==> src/hw/gdp_pkg.sv <==
package gdp_pkg;

   // ---------------------------------------------------------------
   // Serial frame layout
   // ---------------------------------------------------------------
   localparam int         FRAME_W    = 16;     // Bits per frame
   localparam int         CNT_W      = 5;      // Bit counter width
   localparam logic [4:0] FRAME_BITS = 5'h10;  // Complete frame
   localparam int         FR_WR_BIT  = 15;     // Write flag
   localparam int         FR_AD_MSB  = 14;     // Address field
   localparam int         FR_AD_LSB  = 8;
   localparam int         FR_DT_MSB  = 7;      // Data field
   localparam int         AD_W       = 7;
   localparam int         DATA_W     = 8;

   // ---------------------------------------------------------------
   // Device registers reached over the serial link
   // ---------------------------------------------------------------
   localparam logic [6:0] DREG_CFG   = 7'h00;  // Configuration
   localparam logic [6:0] DREG_MASK  = 7'h01;  // Fault mask
   localparam logic [6:0] DREG_WASN  = 7'h02;  // Faults routed to warning
   localparam logic [6:0] DREG_FSTAT = 7'h03;  // Live faults, read only
   localparam int         CFG_EN     = 0;      // Driver enable
   localparam int         CFG_PWM    = 1;      // Warning pin carries PWM
   localparam int         CFG_AI6    = 2;      // Input six is override state
   localparam int         CFG_AI5    = 3;      // Input five is override enable
   localparam logic [7:0] CFG_RST    = 8'h00;
   localparam logic [7:0] MASK_RST   = 8'h00;
   localparam logic [7:0] WASN_RST   = 8'h0e;

   // ---------------------------------------------------------------
   // Faults and duty-cycle output
   // ---------------------------------------------------------------
   localparam int FAULT_W  = 4;   // Cross conduction plus protection
   localparam int PROT_W   = 3;   // External protection comparators
   localparam int PWM_W    = 10;  // Conversion result width

   // ---------------------------------------------------------------
   // Device synchroniser lanes
   // ---------------------------------------------------------------
   localparam int         SY_W     = 9;
   localparam int         SY_POS   = 0;
   localparam int         SY_NEG   = 1;
   localparam int         SY_OEN   = 2;
   localparam int         SY_OST   = 3;
   localparam int         SY_SCLK  = 4;
   localparam int         SY_CS    = 5;
   localparam int         SY_SDI   = 6;
   localparam int         SY_S5    = 7;
   localparam int         SY_S6    = 8;
   localparam logic [8:0] SY_IDLE  = 9'h020;  // Chip select idles high

   // ---------------------------------------------------------------
   // Serial clock timing for the host
   // ---------------------------------------------------------------
   localparam int         CLK_PER_NS  = 10;
   localparam int         SCLK_MAX_HZ = 4_000_000;
   localparam int         SCLK_PER_NS = 1_000_000_000 / SCLK_MAX_HZ;
   localparam int         HALF_CYC    = (SCLK_PER_NS / 2 + CLK_PER_NS - 1) / CLK_PER_NS;
   localparam int         DIV_W       = 4;
   localparam logic [3:0] HALF_LD     = 4'(HALF_CYC - 1);
   localparam logic [5:0] EDGES_LAST  = 6'(2 * FRAME_W - 1);

   // ---------------------------------------------------------------
   // Host command registers
   // ---------------------------------------------------------------
   localparam int         HAD_W      = 3;
   localparam int         HDT_W      = 16;
   localparam logic [2:0] HREG_CTRL  = 3'h0;
   localparam logic [2:0] HREG_TX    = 3'h1;
   localparam logic [2:0] HREG_RX    = 3'h2;
   localparam logic [2:0] HREG_STAT  = 3'h3;
   localparam logic [2:0] HREG_ISTAT = 3'h4;
   localparam logic [2:0] HREG_ICLR  = 3'h5;
   localparam logic [2:0] HREG_IEN   = 3'h6;
   localparam int         HCTL_OEN   = 0;
   localparam int         HCTL_OST   = 1;
   localparam int         IRQ_W      = 3;
   localparam int         IRQ_ALARM  = 0;
   localparam int         IRQ_WARN   = 1;
   localparam int         IRQ_DONE   = 2;

endpackage

==> src/hw/gdp_link_if.sv <==
interface gdp_link_if;
   // Gate commands and override
   logic in_pos;
   logic in_neg;
   logic ovr_en;
   logic ovr_state;
   // Serial link
   logic sclk;
   logic cs_n;
   logic sdi;
   logic sdo;
   // Indicators
   logic fault_alarm_n;
   logic warning_out_n;

   modport host (output in_pos, in_neg, ovr_en, ovr_state, sclk, cs_n, sdi,
                 input  sdo, fault_alarm_n, warning_out_n);
   modport dev  (input  in_pos, in_neg, ovr_en, ovr_state, sclk, cs_n, sdi,
                 output sdo, fault_alarm_n, warning_out_n);
endinterface

==> src/hw/gdp_spi_shift.sv <==
module gdp_spi_shift
   import gdp_pkg::*;
(
   // Clock and reset
   input  wire logic                   clock,
   input  wire logic                   rst,
   // Edge strobes, already gated by chip select
   input  wire logic                   fall,
   input  wire logic                   rise,
   input  wire logic                   sdi_bit,
   // Reply load at frame start
   input  wire logic                   load,
   input  wire logic [FRAME_W-1:0]     load_val,
   // Results
   output logic      [FRAME_W-1:0]     rx,
   output logic      [CNT_W-1:0]       cnt,
   output logic                        sdo
);

   typedef struct packed {
      logic [FRAME_W-1:0] rx;   // Received bits
      logic [FRAME_W-1:0] tx;   // Reply bits still to send
      logic [CNT_W-1:0]   cnt;  // Falling edges seen
      logic               sdo;  // Output bit
   } gdp_sh_t;

   gdp_sh_t sh_reg;
   gdp_sh_t sh_next;

   // ---------------------------------------------------------------
   // Shift engine
   // ---------------------------------------------------------------
   // Sample on falling, update on rising edge
   always_comb
   begin
      sh_next = sh_reg;
      if (load)
      begin
         sh_next.tx  = load_val;
         sh_next.cnt = '0;
      end
      else
      begin
         if (fall)
         begin
            sh_next.rx = {sh_reg.rx[FRAME_W-2:0], sdi_bit};
            // Saturate so an overlong frame stays recognisable
            if (sh_reg.cnt != '1)
               sh_next.cnt = sh_reg.cnt + 5'h01;
         end
         if (rise)
         begin
            sh_next.sdo = sh_reg.tx[FRAME_W-1];
            sh_next.tx  = {sh_reg.tx[FRAME_W-2:0], 1'b0};
         end
      end
   end

   // State register
   always_ff @(posedge clock or posedge rst)
   begin
      if (rst)
         sh_reg <= '0;
      else
         sh_reg <= sh_next;
   end

   assign rx  = sh_reg.rx;
   assign cnt = sh_reg.cnt;
   assign sdo = sh_reg.sdo;

endmodule // gdp_spi_shift

==> src/hw/gdp_dev.sv <==
// Behaviour
// - Alarm low while any unmasked fault present
// - Warning low on unmasked assigned fault
// - Warning may carry conversion duty PWM
// - Override state sets source or sink
// - Override enable wins over PWM command
// - Enabled driver follows positive PWM input
// - Both PWM inputs high flags cross conduction
// - Host PWM between 1 and 50 kHz
// - Host serial clock at most 4 MHz
// - Host holds chip select low per frame
// - Serial pins ignored while chip select high
// - Data in sampled on falling clock edge
// - Data out changes on rising clock edge
// - Input six selectable as override state
// - Input five selectable as override enable
//
// The plain strobed port and the register offsets were decided locally.
module gdp_dev
   import gdp_pkg::*;
(
   // Clock and reset
   input  wire logic                   clock,
   input  wire logic                   rst,
   // Link to the host
   gdp_link_if.dev                     lk,
   // Secondary side inputs, asynchronous
   input  wire logic                   sense_input_five,
   input  wire logic                   sense_input_six,
   // Protection comparators and conversion, same clock
   input  wire logic [PROT_W-1:0]      prot_fault,
   input  wire logic [PWM_W-1:0]       adc_result,
   // Gate drive
   output logic                        gate_source_out,
   output logic                        gate_sink_out,
   output logic                        cross_conduction_fault
);

   // ---------------------------------------------------------------
   // State
   // ---------------------------------------------------------------
   typedef struct packed {
      logic [SY_W-1:0]   s1;       // First synchroniser stage
      logic [SY_W-1:0]   s2;       // Second synchroniser stage
      logic              sclk_d;   // Previous clock level
      logic              cs_d;     // Previous chip select level
      logic [DATA_W-1:0] cfg;      // Configuration
      logic [DATA_W-1:0] mask;     // Fault mask
      logic [DATA_W-1:0] wasn;     // Faults routed to warning
      logic [AD_W-1:0]   last_ad;  // Address of the last frame
      logic [PWM_W-1:0]  pwm_cnt;  // Duty-cycle ramp
      logic              src;      // Source drive
      logic              snk;      // Sink level, low pulls gate down
      logic              xc;       // Cross conduction flag
      logic              alarm_n;
      logic              warn_n;
   } gdp_dev_t;

   localparam gdp_dev_t DEV_RST = '{
      s1: SY_IDLE, s2: SY_IDLE, sclk_d: 1'b0, cs_d: 1'b1,
      cfg: CFG_RST, mask: MASK_RST, wasn: WASN_RST, last_ad: '0,
      pwm_cnt: '0, src: 1'b0, snk: 1'b0, xc: 1'b0,
      alarm_n: 1'b1, warn_n: 1'b1};

   gdp_dev_t dv_reg;
   gdp_dev_t dv_next;

   // ---------------------------------------------------------------
   // Link decode wires
   // ---------------------------------------------------------------
   logic                   cs_act;     // Chip select low, synchronised
   logic                   sck_rise;   // Rising edge inside a frame
   logic                   sck_fall;   // Falling edge inside a frame
   logic                   fr_start;   // Chip select just fell
   logic                   fr_end;     // Chip select just rose
   logic [FRAME_W-1:0]     sh_rx;      // Received frame
   logic [CNT_W-1:0]       sh_cnt;     // Bits received
   logic                   sh_sdo;     // Output bit
   logic [FRAME_W-1:0]     reply;      // Reply loaded at frame start
   logic [DATA_W-1:0]      rd_data;    // Register addressed last frame
   logic [FAULT_W-1:0]     fault;      // Live fault vector
   logic [FAULT_W-1:0]     unmasked;   // Faults that may signal
   logic                   ovr_on;     // Override in force
   logic                   ovr_st;     // Override drive state
   logic                   xc_now;     // Both arms commanded on

   // Edges come only from the second stage and its delayed copy
   assign cs_act   = ~dv_reg.s2[SY_CS];
   assign sck_rise = cs_act & dv_reg.s2[SY_SCLK] & ~dv_reg.sclk_d;
   assign sck_fall = cs_act & ~dv_reg.s2[SY_SCLK] & dv_reg.sclk_d;
   assign fr_start = dv_reg.cs_d & ~dv_reg.s2[SY_CS];
   assign fr_end   = ~dv_reg.cs_d & dv_reg.s2[SY_CS];

   // ---------------------------------------------------------------
   // Read data of the previous frame's address
   // ---------------------------------------------------------------
   // Reads are pipelined one frame: the reply shifts out before the
   // new address is complete, so it answers the last frame's address
   always_comb
   begin
      rd_data = '0;
      if (dv_reg.last_ad == DREG_CFG)
         rd_data = dv_reg.cfg;
      else if (dv_reg.last_ad == DREG_MASK)
         rd_data = dv_reg.mask;
      else if (dv_reg.last_ad == DREG_WASN)
         rd_data = dv_reg.wasn;
      else if (dv_reg.last_ad == DREG_FSTAT)
         rd_data = DATA_W'(fault);
      else
         rd_data = '0;
   end

   // Upper byte reports live faults, lower byte the read data
   assign reply = {DATA_W'(fault), rd_data};

   // ---------------------------------------------------------------
   // Serial shifter
   // ---------------------------------------------------------------
   gdp_spi_shift u_shift
   (
      .clock    (clock),
      .rst      (rst),
      .fall     (sck_fall),
      .rise     (sck_rise),
      .sdi_bit  (dv_reg.s2[SY_SDI]),
      .load     (fr_start),
      .load_val (reply),
      .rx       (sh_rx),
      .cnt      (sh_cnt),
      .sdo      (sh_sdo)
   );

   // ---------------------------------------------------------------
   // Fault and override decode
   // ---------------------------------------------------------------
   assign xc_now   = dv_reg.s2[SY_POS] & dv_reg.s2[SY_NEG];
   assign fault    = {prot_fault, xc_now};
   assign unmasked = fault & ~dv_reg.mask[FAULT_W-1:0];
   // Secondary side may raise the override on its own
   assign ovr_on   = dv_reg.s2[SY_OEN]
                   | (dv_reg.cfg[CFG_AI5] & dv_reg.s2[SY_S5]);
   assign ovr_st   = dv_reg.cfg[CFG_AI6] ? dv_reg.s2[SY_S6]
                                         : dv_reg.s2[SY_OST];

   // ---------------------------------------------------------------
   // Next state
   // ---------------------------------------------------------------
   always_comb
   begin
      dv_next        = dv_reg;
      // Pins from the host and secondary side
      dv_next.s1     = {sense_input_six, sense_input_five, lk.sdi, lk.cs_n,
                        lk.sclk, lk.ovr_state, lk.ovr_en, lk.in_neg, lk.in_pos};
      dv_next.s2     = dv_reg.s1;
      dv_next.sclk_d = dv_reg.s2[SY_SCLK];
      dv_next.cs_d   = dv_reg.s2[SY_CS];

      // Only a complete frame commits; short frames are dropped
      if (fr_end && sh_cnt == FRAME_BITS)
      begin
         dv_next.last_ad = sh_rx[FR_AD_MSB:FR_AD_LSB];
         if (sh_rx[FR_WR_BIT])
         begin
            if (sh_rx[FR_AD_MSB:FR_AD_LSB] == DREG_CFG)
               dv_next.cfg = sh_rx[FR_DT_MSB:0];
            else if (sh_rx[FR_AD_MSB:FR_AD_LSB] == DREG_MASK)
               dv_next.mask = sh_rx[FR_DT_MSB:0];
            else if (sh_rx[FR_AD_MSB:FR_AD_LSB] == DREG_WASN)
               dv_next.wasn = sh_rx[FR_DT_MSB:0];
         end
      end

      // Gate drive, override first, then interlock, then PWM
      if (ovr_on)
      begin
         dv_next.src = ovr_st;
         dv_next.snk = ovr_st;
      end
      else if (xc_now)
      begin
         dv_next.src = 1'b0;
         dv_next.snk = 1'b0;
      end
      else if (dv_reg.cfg[CFG_EN])
      begin
         dv_next.src = dv_reg.s2[SY_POS];
         dv_next.snk = dv_reg.s2[SY_POS];
      end
      else
      begin
         // Disabled driver holds the gate low
         dv_next.src = 1'b0;
         dv_next.snk = 1'b0;
      end
      dv_next.xc = xc_now;

      // Alarm open when every fault is absent or masked; warning, outside PWM mode, when every assigned fault is
      dv_next.alarm_n = ~|unmasked;
      dv_next.pwm_cnt = dv_reg.pwm_cnt + 10'h001;
      if (dv_reg.cfg[CFG_PWM])
         // Duty ramp resolves one count in 2^PWM_W clocks
         dv_next.warn_n = dv_reg.pwm_cnt < adc_result;
      else
         dv_next.warn_n = ~|(unmasked & dv_reg.wasn[FAULT_W-1:0]);
   end

   // ---------------------------------------------------------------
   // State register
   // ---------------------------------------------------------------
   always_ff @(posedge clock or posedge rst)
   begin
      if (rst)
         dv_reg <= DEV_RST;
      else
         dv_reg <= dv_next;
   end

   // Outputs straight from flip-flops
   assign gate_source_out        = dv_reg.src;
   assign gate_sink_out          = dv_reg.snk;
   assign cross_conduction_fault = dv_reg.xc;
   assign lk.fault_alarm_n       = dv_reg.alarm_n;
   assign lk.warning_out_n       = dv_reg.warn_n;
   assign lk.sdo                 = sh_sdo;

endmodule // gdp_dev

==> src/flat_wrapper.sv <==
// flat-port wrapper written by rule: the top's interface ports become plain ports
module gdp_dev_flat import gdp_pkg::*;
  (clock, rst, sense_input_five, sense_input_six, prot_fault, adc_result, gate_source_out, gate_sink_out, cross_conduction_fault, lk_in_pos, lk_in_neg, lk_ovr_en, lk_ovr_state, lk_sclk, lk_cs_n, lk_sdi, lk_sdo, lk_fault_alarm_n, lk_warning_out_n);
  gdp_link_if lk_i ();
  input  wire logic clock;
  input  wire logic rst;
  input  wire logic sense_input_five;
  input  wire logic sense_input_six;
  input  wire logic [PROT_W-1:0] prot_fault;
  input  wire logic [PWM_W-1:0] adc_result;
  output logic gate_source_out;
  output logic gate_sink_out;
  output logic cross_conduction_fault;
  input wire logic [$bits(lk_i.in_pos)-1:0] lk_in_pos;
  input wire logic [$bits(lk_i.in_neg)-1:0] lk_in_neg;
  input wire logic [$bits(lk_i.ovr_en)-1:0] lk_ovr_en;
  input wire logic [$bits(lk_i.ovr_state)-1:0] lk_ovr_state;
  input wire logic [$bits(lk_i.sclk)-1:0] lk_sclk;
  input wire logic [$bits(lk_i.cs_n)-1:0] lk_cs_n;
  input wire logic [$bits(lk_i.sdi)-1:0] lk_sdi;
  output wire logic [$bits(lk_i.sdo)-1:0] lk_sdo;
  output wire logic [$bits(lk_i.fault_alarm_n)-1:0] lk_fault_alarm_n;
  output wire logic [$bits(lk_i.warning_out_n)-1:0] lk_warning_out_n;
  assign lk_i.in_pos = lk_in_pos;
  assign lk_i.in_neg = lk_in_neg;
  assign lk_i.ovr_en = lk_ovr_en;
  assign lk_i.ovr_state = lk_ovr_state;
  assign lk_i.sclk = lk_sclk;
  assign lk_i.cs_n = lk_cs_n;
  assign lk_i.sdi = lk_sdi;
  assign lk_sdo = lk_i.sdo;
  assign lk_fault_alarm_n = lk_i.fault_alarm_n;
  assign lk_warning_out_n = lk_i.warning_out_n;
  gdp_dev u_core (.clock(clock), .rst(rst), .lk(lk_i), .sense_input_five(sense_input_five), .sense_input_six(sense_input_six), .prot_fault(prot_fault), .adc_result(adc_result), .gate_source_out(gate_source_out), .gate_sink_out(gate_sink_out), .cross_conduction_fault(cross_conduction_fault));
endmodule
==> config.mk <==
export PLATFORM = sky130hd
export DESIGN_NAME = gdp_dev_flat
export DESIGN_NICKNAME = d
export VERILOG_FILES = /design/src/hw/gdp_pkg.sv /design/src/hw/gdp_link_if.sv /design/src/hw/gdp_spi_shift.sv /design/src/hw/gdp_dev.sv /design/src/flat_wrapper.sv
export SDC_FILE = /design/constraint.sdc
export NUM_CORES = 1
export LEC_CHECK = 0
export BUFFER_PORTS_ARGS = -buffer_cell sky130_fd_sc_hd__buf_2
export CORE_MARGIN = 4
export CORE_UTILIZATION = 60
export CTS_CLUSTER_SIZE = 16
export DETAILED_ROUTE_END_ITERATION = 10
export GPL_TIMING_DRIVEN = 0
export HOLD_SLACK_MARGIN = 0.03
export MAX_ROUTING_LAYER = met4
export PLACE_DENSITY = 0.79
export SYNTH_ARGS = -nofsm -noshare
export SYNTH_HDL_FRONTEND = slang
export SYNTH_SLANG_ARGS = --single-unit
==> constraint.sdc <==
create_clock -name clock -period 3.35 [get_ports clock]
set_input_delay 0 -clock clock [delete_from_list [all_inputs] [get_ports clock]]
set_output_delay 0 -clock clock [all_outputs]
set_load 0.05 [all_outputs]
==> results of run 1 <==
-- worst min-delay path, delay by kind of cell --
kind            cells  cell delay, ns
compound gates      1            0.19
simple gates        1            0.05
fa+ha+maj           1            0.13
buf+inv             2            0.15
-- cells in the final DEF (no fill, tap or decap), types with 3 or more instances in the layout --
cell / n
nand2_1: 11
mux2_2: 40
a22oi_1: 5
o21ai_0: 5
mux2_4: 8
a22o_1: 7
nor4b_2: 3
clkbuf_8: 9
buf_2: 31
mux4_2: 3
mux2i_1: 3
o221ai_1: 4
nand3_1: 5
a21oi_1: 9
xnor2_1: 8
nand4_1: 3
dfrtp_1: 95
inv_1: 23
dlygate4sd3_1: 13
nor2_1: 9
a222oi_1: 7
xor2_1: 3
dfstp_2: 8
nor2b_1: 10
clkbuf_1: 7
ha_1: 13
-- through the flow --
stage	std cells	hold slack, ns	area (sq um)
floorplan	315	0.00448	4390
global placement	440	0.106	4650
detailed placement	441	0.0633	4680
CTS	469	0.156	5020
global route	469	0.181	5020
finish	469	0.164	5020
-- kinds of logic (layout without fill, tap and decap cells) --
| logic type | count (synthesis) | after routing |
|---|---|---|
| buf+inv | 34 | 92 |
| flops | 103 | 103 |
| simple gates | 58 | 58 |
| mux | 54 | 54 |
| xor+xnor | 11 | 11 |
| fa+ha+maj | 13 | 13 |
| compound gates | 42 | 42 |
-- power by group --
group	total, mW	switching, mW	internal (mW)
logic	0.143	0.0765	0.0668
registers	1.33	0.0433	1.29
clock network	0.818	0.400	0.418
-- final timing paths --
path                               startpoint                 endpoint  slack [ns]  cells past startpoint
max                        u_core.dv_next[46]    u_core.u_shift.rx[13]        1.03                      4
min reg2reg                u_core.dv_next[55]        u_core.dv_reg[55]        0.35                      0
min in group asynchronous                 rst       u_core.dv_next[50]        0.21                      3
max in group asynchronous                 rst       u_core.dv_next[53]        2.44                      4
max reg2reg                u_core.dv_next[46]    u_core.u_shift.rx[13]        1.03                      4
min                             adc_result[9]  u_core.lk.warning_out_n        0.16                      5
-- area by class of cell --
class,instances,area (sq um)
Multi-Input combinational cell,178,1660
Timing Repair Buffer,43,303
Tap cell,96,120
Fill cell,466,1920
Clock buffer,10,128
Inverter,24,92.6
Clock inverter,5,81.3
Sequential cell,103,2590
Buffer,10,51.3
-- repair_timing --
action	CTS	global route
hold buffers	13	0
hold endpoints to repair	50	0
endpoints found under the setup margin	0	0
-- routing by layer --
layer	vias to the layer above	share of wire	track usage
li1	1238	-	-
met1	1365	0.44	0.265
met2	50	0.50	0.328
met3	10	0.040	0.0426
met4	0	0.015	0.0708
met5	-	0	-
==> flow_summary.json, run 1 <==
{
  "outcome": "completed",
  "hp-class": "in2reg",
  "setup_slack_ns": 1.03,
  "placementRows": 30,
  "synth_most_common_cell": "dfrtp_1",
  "synth_flop_cell": "dfrtp_1",
  "critPathMaxStageDelay_ns": 0.89,
  "min_period_ns": 2.32,
  "clock.fmax_mhz": 430,
  "cts_tree": "done",
  "synth_top_family_by_area": "multiplexers",
  "vias": 2663,
  "drive_gt1_frac": 0.316,
  "ys_ff_latch": 103,
  "fin_setup_tns_ns": 0,
  "cp.arrival_ns": 2.57,
  "start_util": 0.632,
  "clockRootBuffer": "clkbuf_8",
  "final_max_slew_viol_count": 0,
  "synth-simple-area-share": 0.0947,
  "syn2layout_area_growth_pct": 14.5,
  "async_flop_share": 1.00,
  "post_cts_buffers": 0,
  "cts_sinks": 103,
  "cts.reportedPaths.clkPinSlew_ns": 0.09,
  "synth_top_area_frac": 0.542,
  "grt.overflow.total": 0,
  "max_slew_margin": 0.306,
  "grt_pass1_wl_mm": 13.5,
  "die_height_microns": 93.5,
  "maxCapViolations": 0,
  "start_kind": "flip-flop",
  "avgViaCountPerCell": 5.68,
  "worst_slew_pin_slew_ns": 1.04,
  "cts_resized": 0,
  "syn_inst": 315,
  "gp_congestion": 0.785,
  "dp.final_hpwl_mm": 5.34,
  "synth_area_leaders": "dfrtp_1 54%, mux2_2 10%, dfstp_2 4.8%, ha_1 3.7%, mux2_4 2.7%",
  "synth_seq_area_share": 0.590,
  "largest_reg_flops": 50,
  "setup_viol": 0,
  "clk-insertion-delay-late_ns": 0.36,
  "cellPowerDensity_mw_per_mm2": 457,
  "grt_max_degree": 67,
  "die_x_microns": 93.5,
  "die-area_sq_mm": 0.00874,
  "grt_usage": 0.206,
  "utilization": 0.723,
  "grt_pass1_vias": 2804,
  "crit_fanout": 10,
  "cp_num_buf_inv": 2,
  "nets": 406,
  "synth_cell_types": 43,
  "path_cells": "buf_2 -> nor4b_2 -> buf_2 -> mux2_2",
  "synthMuxAreaShare": 0.152,
  "synth.avg_cell_area_sq_um": 13.9,
  "crit_slowest_cell": "nor4b_2",
  "wirelength_mm": 7.72,
  "drt_iter0_markers": 172,
  "hold_violations": 0,
  "antenna_cells": 0,
  "critPathMostFrequentCell": "buf_2",
  "worstSetupPathType": "reg2reg",
  "antenna_found_initial": 0,
  "yosys_warnings": 0,
  "synth_commonest_cells": "95 x dfrtp_1, 40 x mux2_2, 24 x inv_1, 13 x ha_1, 11 x nand2_1",
  "end_kind": "flip-flop",
  "synth_edf_count": 0,
  "rsz0062_at_grt": "no",
  "synth-compound-area-share": 0.0716,
  "period_share": 0.694,
  "total_power_mw": 2.29,
  "core_area_sq_mm": 0.00694,
  "drc": 0,
  "htree_levels": 3,
  "cts_buffers": 9,
  "synth_top_area_cell": "dfrtp_1",
  "ios": 30,
  "synth_xor_area_frac": 0.0220,
  "p_leak_nw": 2.48,
  "syn_nets": 352,
  "worst_ir_drop_vdd_v": 0.000302,
  "synth_fa_ha_area_frac": 0.0371,
  "post-place-ws_ns": 1.03,
  "clockBufferDepth": 2,
  "syn_area_sq_mm": 0.00439,
  "port_buffers": 29,
  "wl_per_cell_microns": 16.5,
  "clock_skew_ns": 0.00998,
  "firstDrtPassIters": 4,
  "antenna_left": 0,
  "cp_data_required_time_ns": 3.60,
  "crit_family": "simple AND/OR/NAND/NOR gates"
}
Note: power is estimated with default switching activity, not from simulation.
==> run 2, diff against run 1 <==
- clock period: 3.35 -> 2.4 ns (I/O delays scaled with it)
==> flow_summary.json, run 2 (synthesis gave the netlist of run 1 again) <==
{
  "outcome": "completed",
  "wirelength_mm": 7.53,
  "firstDrtPassIters": 4,
  "post-place-ws_ns": 0.112,
  "gp_congestion": 0.806,
  "finalInstanceArea_sq_mm": 0.00504,
  "place_area_sq_mm": 0.00469,
  "r2r_end": "u_core.dv_reg[28]",
  "multi_input_area_sq_mm": 0.00167,
  "crit_slowest_cell": "dfstp_2",
  "cts_tree": "done",
  "hp-class": "in2reg",
  "worst_ir_drop_vdd_v": 0.000504,
  "drt_iter0_markers": 166,
  "clock.fmax_mhz": 441,
  "start_util": 0.632,
  "cp_data_required_time_ns": 2.64,
  "largest_reg_flops": 50,
  "dpl.cell_count": 442,
  "cp_num_buf_inv": 1,
  "rr_startpoint": "u_core.dv_next[46]",
  "clockBufferDepth": 2,
  "avgViaCountPerCell": 5.58,
  "clock_skew_ns": 0.0106,
  "fin_setup_tns_ns": 0,
  "final_max_slew_viol_count": 0,
  "path_cells": "buf_2 -> nor4b_4 -> nand4b_4 -> nor3b_4 -> mux2_2",
  "dp.final_hpwl_mm": 5.21,
  "end_kind": "flip-flop",
  "worstRegToRegCells": 5,
  "crit_path_end": "u_core.dv_reg[28]",
  "hold_violations": 0,
  "clk-insertion-delay-late_ns": 0.36,
  "layoutNonFillerInstCount": 471,
  "wl_per_cell_microns": 16.0,
  "cts_sinks": 103,
  "cp.depth": 5,
  "clockRootBuffer": "clkbuf_8",
  "nets": 407,
  "cp.arrival_ns": 2.51,
  "port_buffers": 29,
  "seq_area_sq_mm": 0.00259,
  "grt_max_degree": 46,
  "syn2layout_area_growth_pct": 14.9,
  "grt_pass1_wl_mm": 13.0,
  "p_leak_nw": 2.49,
  "maxCapViolations": 0,
  "core_area_sq_mm": 0.00694,
  "min_period_ns": 2.27,
  "grt_pass1_vias": 2707,
  "cts.reportedPaths.clkPinSlew_ns": 0.09,
  "mostFrequentLayoutCells": "95 x dfrtp_1, 40 x mux2_2, 31 x buf_2, 23 x inv_1",
  "die_height_microns": 93.5,
  "htree_levels": 3,
  "antenna_left": 0,
  "crit_family": "simple AND/OR/NAND/NOR gates",
  "post_cts_buffers": 0,
  "setup_viol": 0,
  "antenna_cells": 0,
  "period_share": 0.946,
  "critPathMaxStageDelay_ns": 0.53,
  "crit_fanout": 8,
  "cts_buffers": 9,
  "ff2ff_setup_slack_ns": 0.13,
  "grt_usage": 0.199,
  "grt.overflow.total": 0,
  "worst_slew_pin_slew_ns": 0.640,
  "max_slew_margin": 0.572,
  "ios": 30,
  "final_common_cell": "dfrtp_1",
  "crit_start": "u_core.dv_next[46]",
  "cellPowerDensity_mw_per_mm2": 627,
  "die-area_sq_mm": 0.00874,
  "worstSetupPathType": "reg2reg",
  "rsz0062_at_grt": "no",
  "drc": 0,
  "setup_slack_ns": 0.131,
  "antenna_found_initial": 0,
  "drive_gt1_frac": 0.320,
  "fill_cells": 477,
  "placementRows": 30,
  "start_kind": "flip-flop",
  "die_x_microns": 93.5,
  "vias": 2630
}
run 2: cell count changes in the layout (fill, tap and decap cells not counted), sizes merged:
cell    change
buf         +1
clkinv      +1
bufinv      -1
clkbuf      +2
inv         -1
run 2: worst min path at each step:
stage / startpoint / end / slack, ns / cells past startpoint
after floorplan: lk_cs_n / u_core.dv_next[53] / 0.004 / 0
after global placement: lk_cs_n / u_core.dv_next[53] / 0.11 / 1
after detailed placement: rst / u_core.dv_reg[34] / 0.11 / 2
after CTS: adc_result[9] / u_core.lk.warning_out_n / 0.17 / 5
after global routing: adc_result[9] / u_core.lk.warning_out_n / 0.18 / 5
final: adc_result[9] / u_core.lk.warning_out_n / 0.18 / 5
run 2: repair_timing:
| item | CTS | global route |
|---|---|---|
| setup endpoints to repair | 0 | 5 |
| endpoints found under the hold margin | 39 | 0 |
| gates resized for setup | 0 | 1 |
| hold buffers | 13 | 0 |
run 2: stage by stage:
step                       util  hold slack (ns)  total power [mW]
after floorplan               -          0.00448              2.00
after global placement    0.670            0.106              2.06
after detailed placement  0.676            0.109              2.08
after CTS                 0.725            0.171              3.20
after global routing      0.726            0.177              3.30
final                     0.726            0.183              3.16
run 2: routing by layer:
layer / vias up / track usage / routed length, microns
met1: 1325 / 0.260 / 3390
met3: 9 / 0.0499 / 353
met5: - / - / 0
li1: 1241 / - / -
met2: 55 / 0.304 / 3680
met4: 0 / 0.0708 / 107
run 2: worst register-to-register path, cell delays in order, from the launching register on:
cell,delay (ns)
dfstp_2,0.53
buf_2,0.19
nor4b_4,0.33
nand4b_4,0.18
nor3b_4,0.52
mux2_2,0.40
run 2: cell type report:
| class | instances | area share |
|---|---|---|
| Multi-Input combinational cell | 178 | 0.330 |
| Sequential cell | 103 | 0.513 |
| Inverter | 24 | 0.0186 |
| Tap cell | 96 | 0.0238 |
| Buffer | 10 | 0.0102 |
| Clock buffer | 12 | 0.0308 |
| Timing Repair Buffer | 44 | 0.0625 |
| Clock inverter | 4 | 0.0104 |
run 2: power by group:
part | switching, mW | total (mW) | internal [mW]
sequential | 0.0594 | 1.86 | 1.80
clock | 0.553 | 1.10 | 0.544
combinational | 0.108 | 0.204 | 0.0956
==> run 3, diff against run 2 <==
- SETUP_SLACK_MARGIN: default -> 0.5
==> flow_summary.json, run 3 (synthesis gave the netlist of run 1 again) <==
{
  "clock.fmax_mhz": 493,
  "wirelength_mm": 8.64,
  "htree_levels": 3,
  "ff2ff_setup_slack_ns": 0.37,
  "crit_family": "simple AND/OR/NAND/NOR gates",
  "drc": 0,
  "worstSetupPathType": "reg2reg",
  "setup_viol": 0,
  "hp-class": "in2reg",
  "mostFrequentLayoutCells": "95 x dfrtp_1, 30 x buf_2, 24 x mux2_2, 24 x mux2_4, 23 x inv_1",
  "period_share": 0.845,
  "placementRows": 30,
  "rr_startpoint": "u_core.dv_next[46]",
  "die_height_microns": 93.5,
  "final_common_cell": "dfrtp_1",
  "p_leak_nw": 2.57,
  "wl_per_cell_microns": 17.9,
  "worstRegToRegCells": 7,
  "switching_power_mw": 0.774,
  "hold_depth": 5,
  "critPathMostFrequentCell": "buf_6",
  "grt_max_degree": 42,
  "cp_data_required_time_ns": 2.64,
  "clockBufferDepth": 2,
  "antenna_left": 0,
  "end_kind": "flip-flop",
  "grt_usage": 0.223,
  "fill_cells": 422,
  "crit_path_end": "u_core.dv_reg[32]",
  "start_kind": "flip-flop",
  "setup_slack_ns": 0.371,
  "clock_skew_ns": 0.00853,
  "worst_ir_drop_vdd_v": 0.000479,
  "worst_slew_pin_slew_ns": 0.892,
  "drive_gt1_frac": 0.373,
  "ios": 30,
  "rsz0062_at_grt": "yes",
  "worstHoldStart": "adc_result[9]",
  "path_cells": "buf_6 -> nor4b_4 -> nand4b_4 -> buf_6 -> nor3b_4 -> buf_12 -> mux2_4",
  "syn2layout_area_growth_pct": 20.6,
  "maxCapViolations": 0,
  "antenna_cells": 0,
  "antenna_found_initial": 0,
  "cp.arrival_ns": 2.27,
  "cts.reportedPaths.clkPinSlew_ns": 0.09,
  "finalInstanceArea_sq_mm": 0.00529,
  "min_period_ns": 2.03,
  "gp_congestion": 0.822,
  "p_clk_frac": 0.323,
  "grt.overflow.total": 0,
  "p_sw_frac": 0.250,
  "max_slew_margin": 0.404,
  "firstDrtPassIters": 6,
  "hold_violations": 0,
  "post-place-ws_ns": 0.0545,
  "cp_num_buf_inv": 3,
  "crit_start": "u_core.dv_next[46]",
  "largest_reg_flops": 50,
  "crit_slowest_cell": "dfstp_2",
  "die-area_sq_mm": 0.00874,
  "fin_setup_tns_ns": 0,
  "core_area_sq_mm": 0.00694,
  "avgViaCountPerCell": 5.61,
  "cts_sinks": 103,
  "place_area_sq_mm": 0.00470,
  "dpl.cell_count": 442,
  "internal_power_mw": 2.33,
  "layoutNonFillerInstCount": 482,
  "final_max_slew_viol_count": 0,
  "nets": 418,
  "dp.final_hpwl_mm": 5.43,
  "seqPwrFrac": 0.603,
  "clk-insertion-delay-late_ns": 0.35,
  "crit_fanout": 8,
  "cp.depth": 7,
  "vias": 2704,
  "port_buffers": 29,
  "comb_power_share": 0.073,
  "start_util": 0.632,
  "grt_pass1_wl_mm": 14.6,
  "die_x_microns": 93.5,
  "outcome": "completed",
  "cellPowerDensity_mw_per_mm2": 586,
  "clockRootBuffer": "clkbuf_8",
  "cts_buffers": 9,
  "grt_pass1_vias": 2874,
  "r2r_end": "u_core.dv_reg[32]",
  "critPathMaxStageDelay_ns": 0.55,
  "drt_iter0_markers": 131,
  "cts_tree": "done"
}
[run 3: cell types whose count changed in the layout (fill, tap and decap cells not counted), moves of 3 or more]
cell        change
o221ai_2        +3
clkinvlp_4      +3
o221ai_1        -3
mux2_4         +16
buf_12          +3
mux2_2         -16
buf_4           +7
clkbuf_2        +3
clkbuf_1        -4
[run 3: routing by layer]
layer  track usage  routed length (microns)
met4        0.0720                      119
met3        0.0394                      322
met1         0.284                     3700
met5             -                        0
met2         0.365                     4500
[run 3: how the worst min path moves through the flow]
| stage | to | slack, ns |
|---|---|---|
| 2_1_floorplan | u_core.dv_next[53] | 0.004 |
| 3_3_place_gp | u_core.dv_next[53] | 0.11 |
| 4_1_cts | u_core.lk.warning_out_n | 0.18 |
| 6_report | u_core.lk.warning_out_n | 0.18 |
| 3_5_place_dp | u_core.dv_next[53] | 0.11 |
| 5_1_grt | u_core.lk.warning_out_n | 0.20 |
[run 3: power by group through the flow]
stage | sequential (mW) | combinational (mW) | clock [mW]
detailed placement | 1.90 | 0.192 | 0
floorplan | 1.88 | 0.123 | 0
global route | 1.88 | 0.254 | 1.09
CTS | 1.87 | 0.226 | 1.02
finish | 1.87 | 0.228 | 1.00
global placement | 1.89 | 0.175 | 0
[run 3: final cells by class]
| cell class | instances | area, sq um | area share |
|---|---|---|---|
| flip-flops and latches | 103 | 2590 | 0.489 |
| multi-input cells | 178 | 1790 | 0.339 |
| repair buffers | 55 | 443 | 0.0837 |
| clock buffers | 11 | 141 | 0.0267 |
| well taps | 96 | 120 | 0.0227 |
| inverters | 24 | 93.8 | 0.0177 |
| plain buffers | 10 | 68.8 | 0.0130 |
| clock inverters | 5 | 42.5 | 0.00804 |
[run 3: worst register-to-register path: stages (launching register included)]
cell and delay (ns):
dfstp_2 0.55, buf_6 0.09, nor4b_4 0.28, nand4b_4 0.14, buf_6 0.15, nor3b_4 0.23
buf_12 0.18, mux2_4 0.30
[run 3: through the flow]
stage / hold WS [ns] / utilization / power [mW]
floorplan: 0.00448 / - / 2.00
global placement: 0.106 / 0.671 / 2.06
detailed placement: 0.108 / 0.677 / 2.09
CTS: 0.177 / 0.753 / 3.11
global route: 0.203 / 0.762 / 3.22
finish: 0.181 / 0.762 / 3.10
[run 3: repair_timing]
item	4_1_cts	5_1_grt
resized for setup	25	15
pin swaps	5	9
endpoints found under the setup margin	53	41
hold buffers	13	0
buffers inserted	10	1
gates cloned	0	0
hold endpoints to repair	49	0
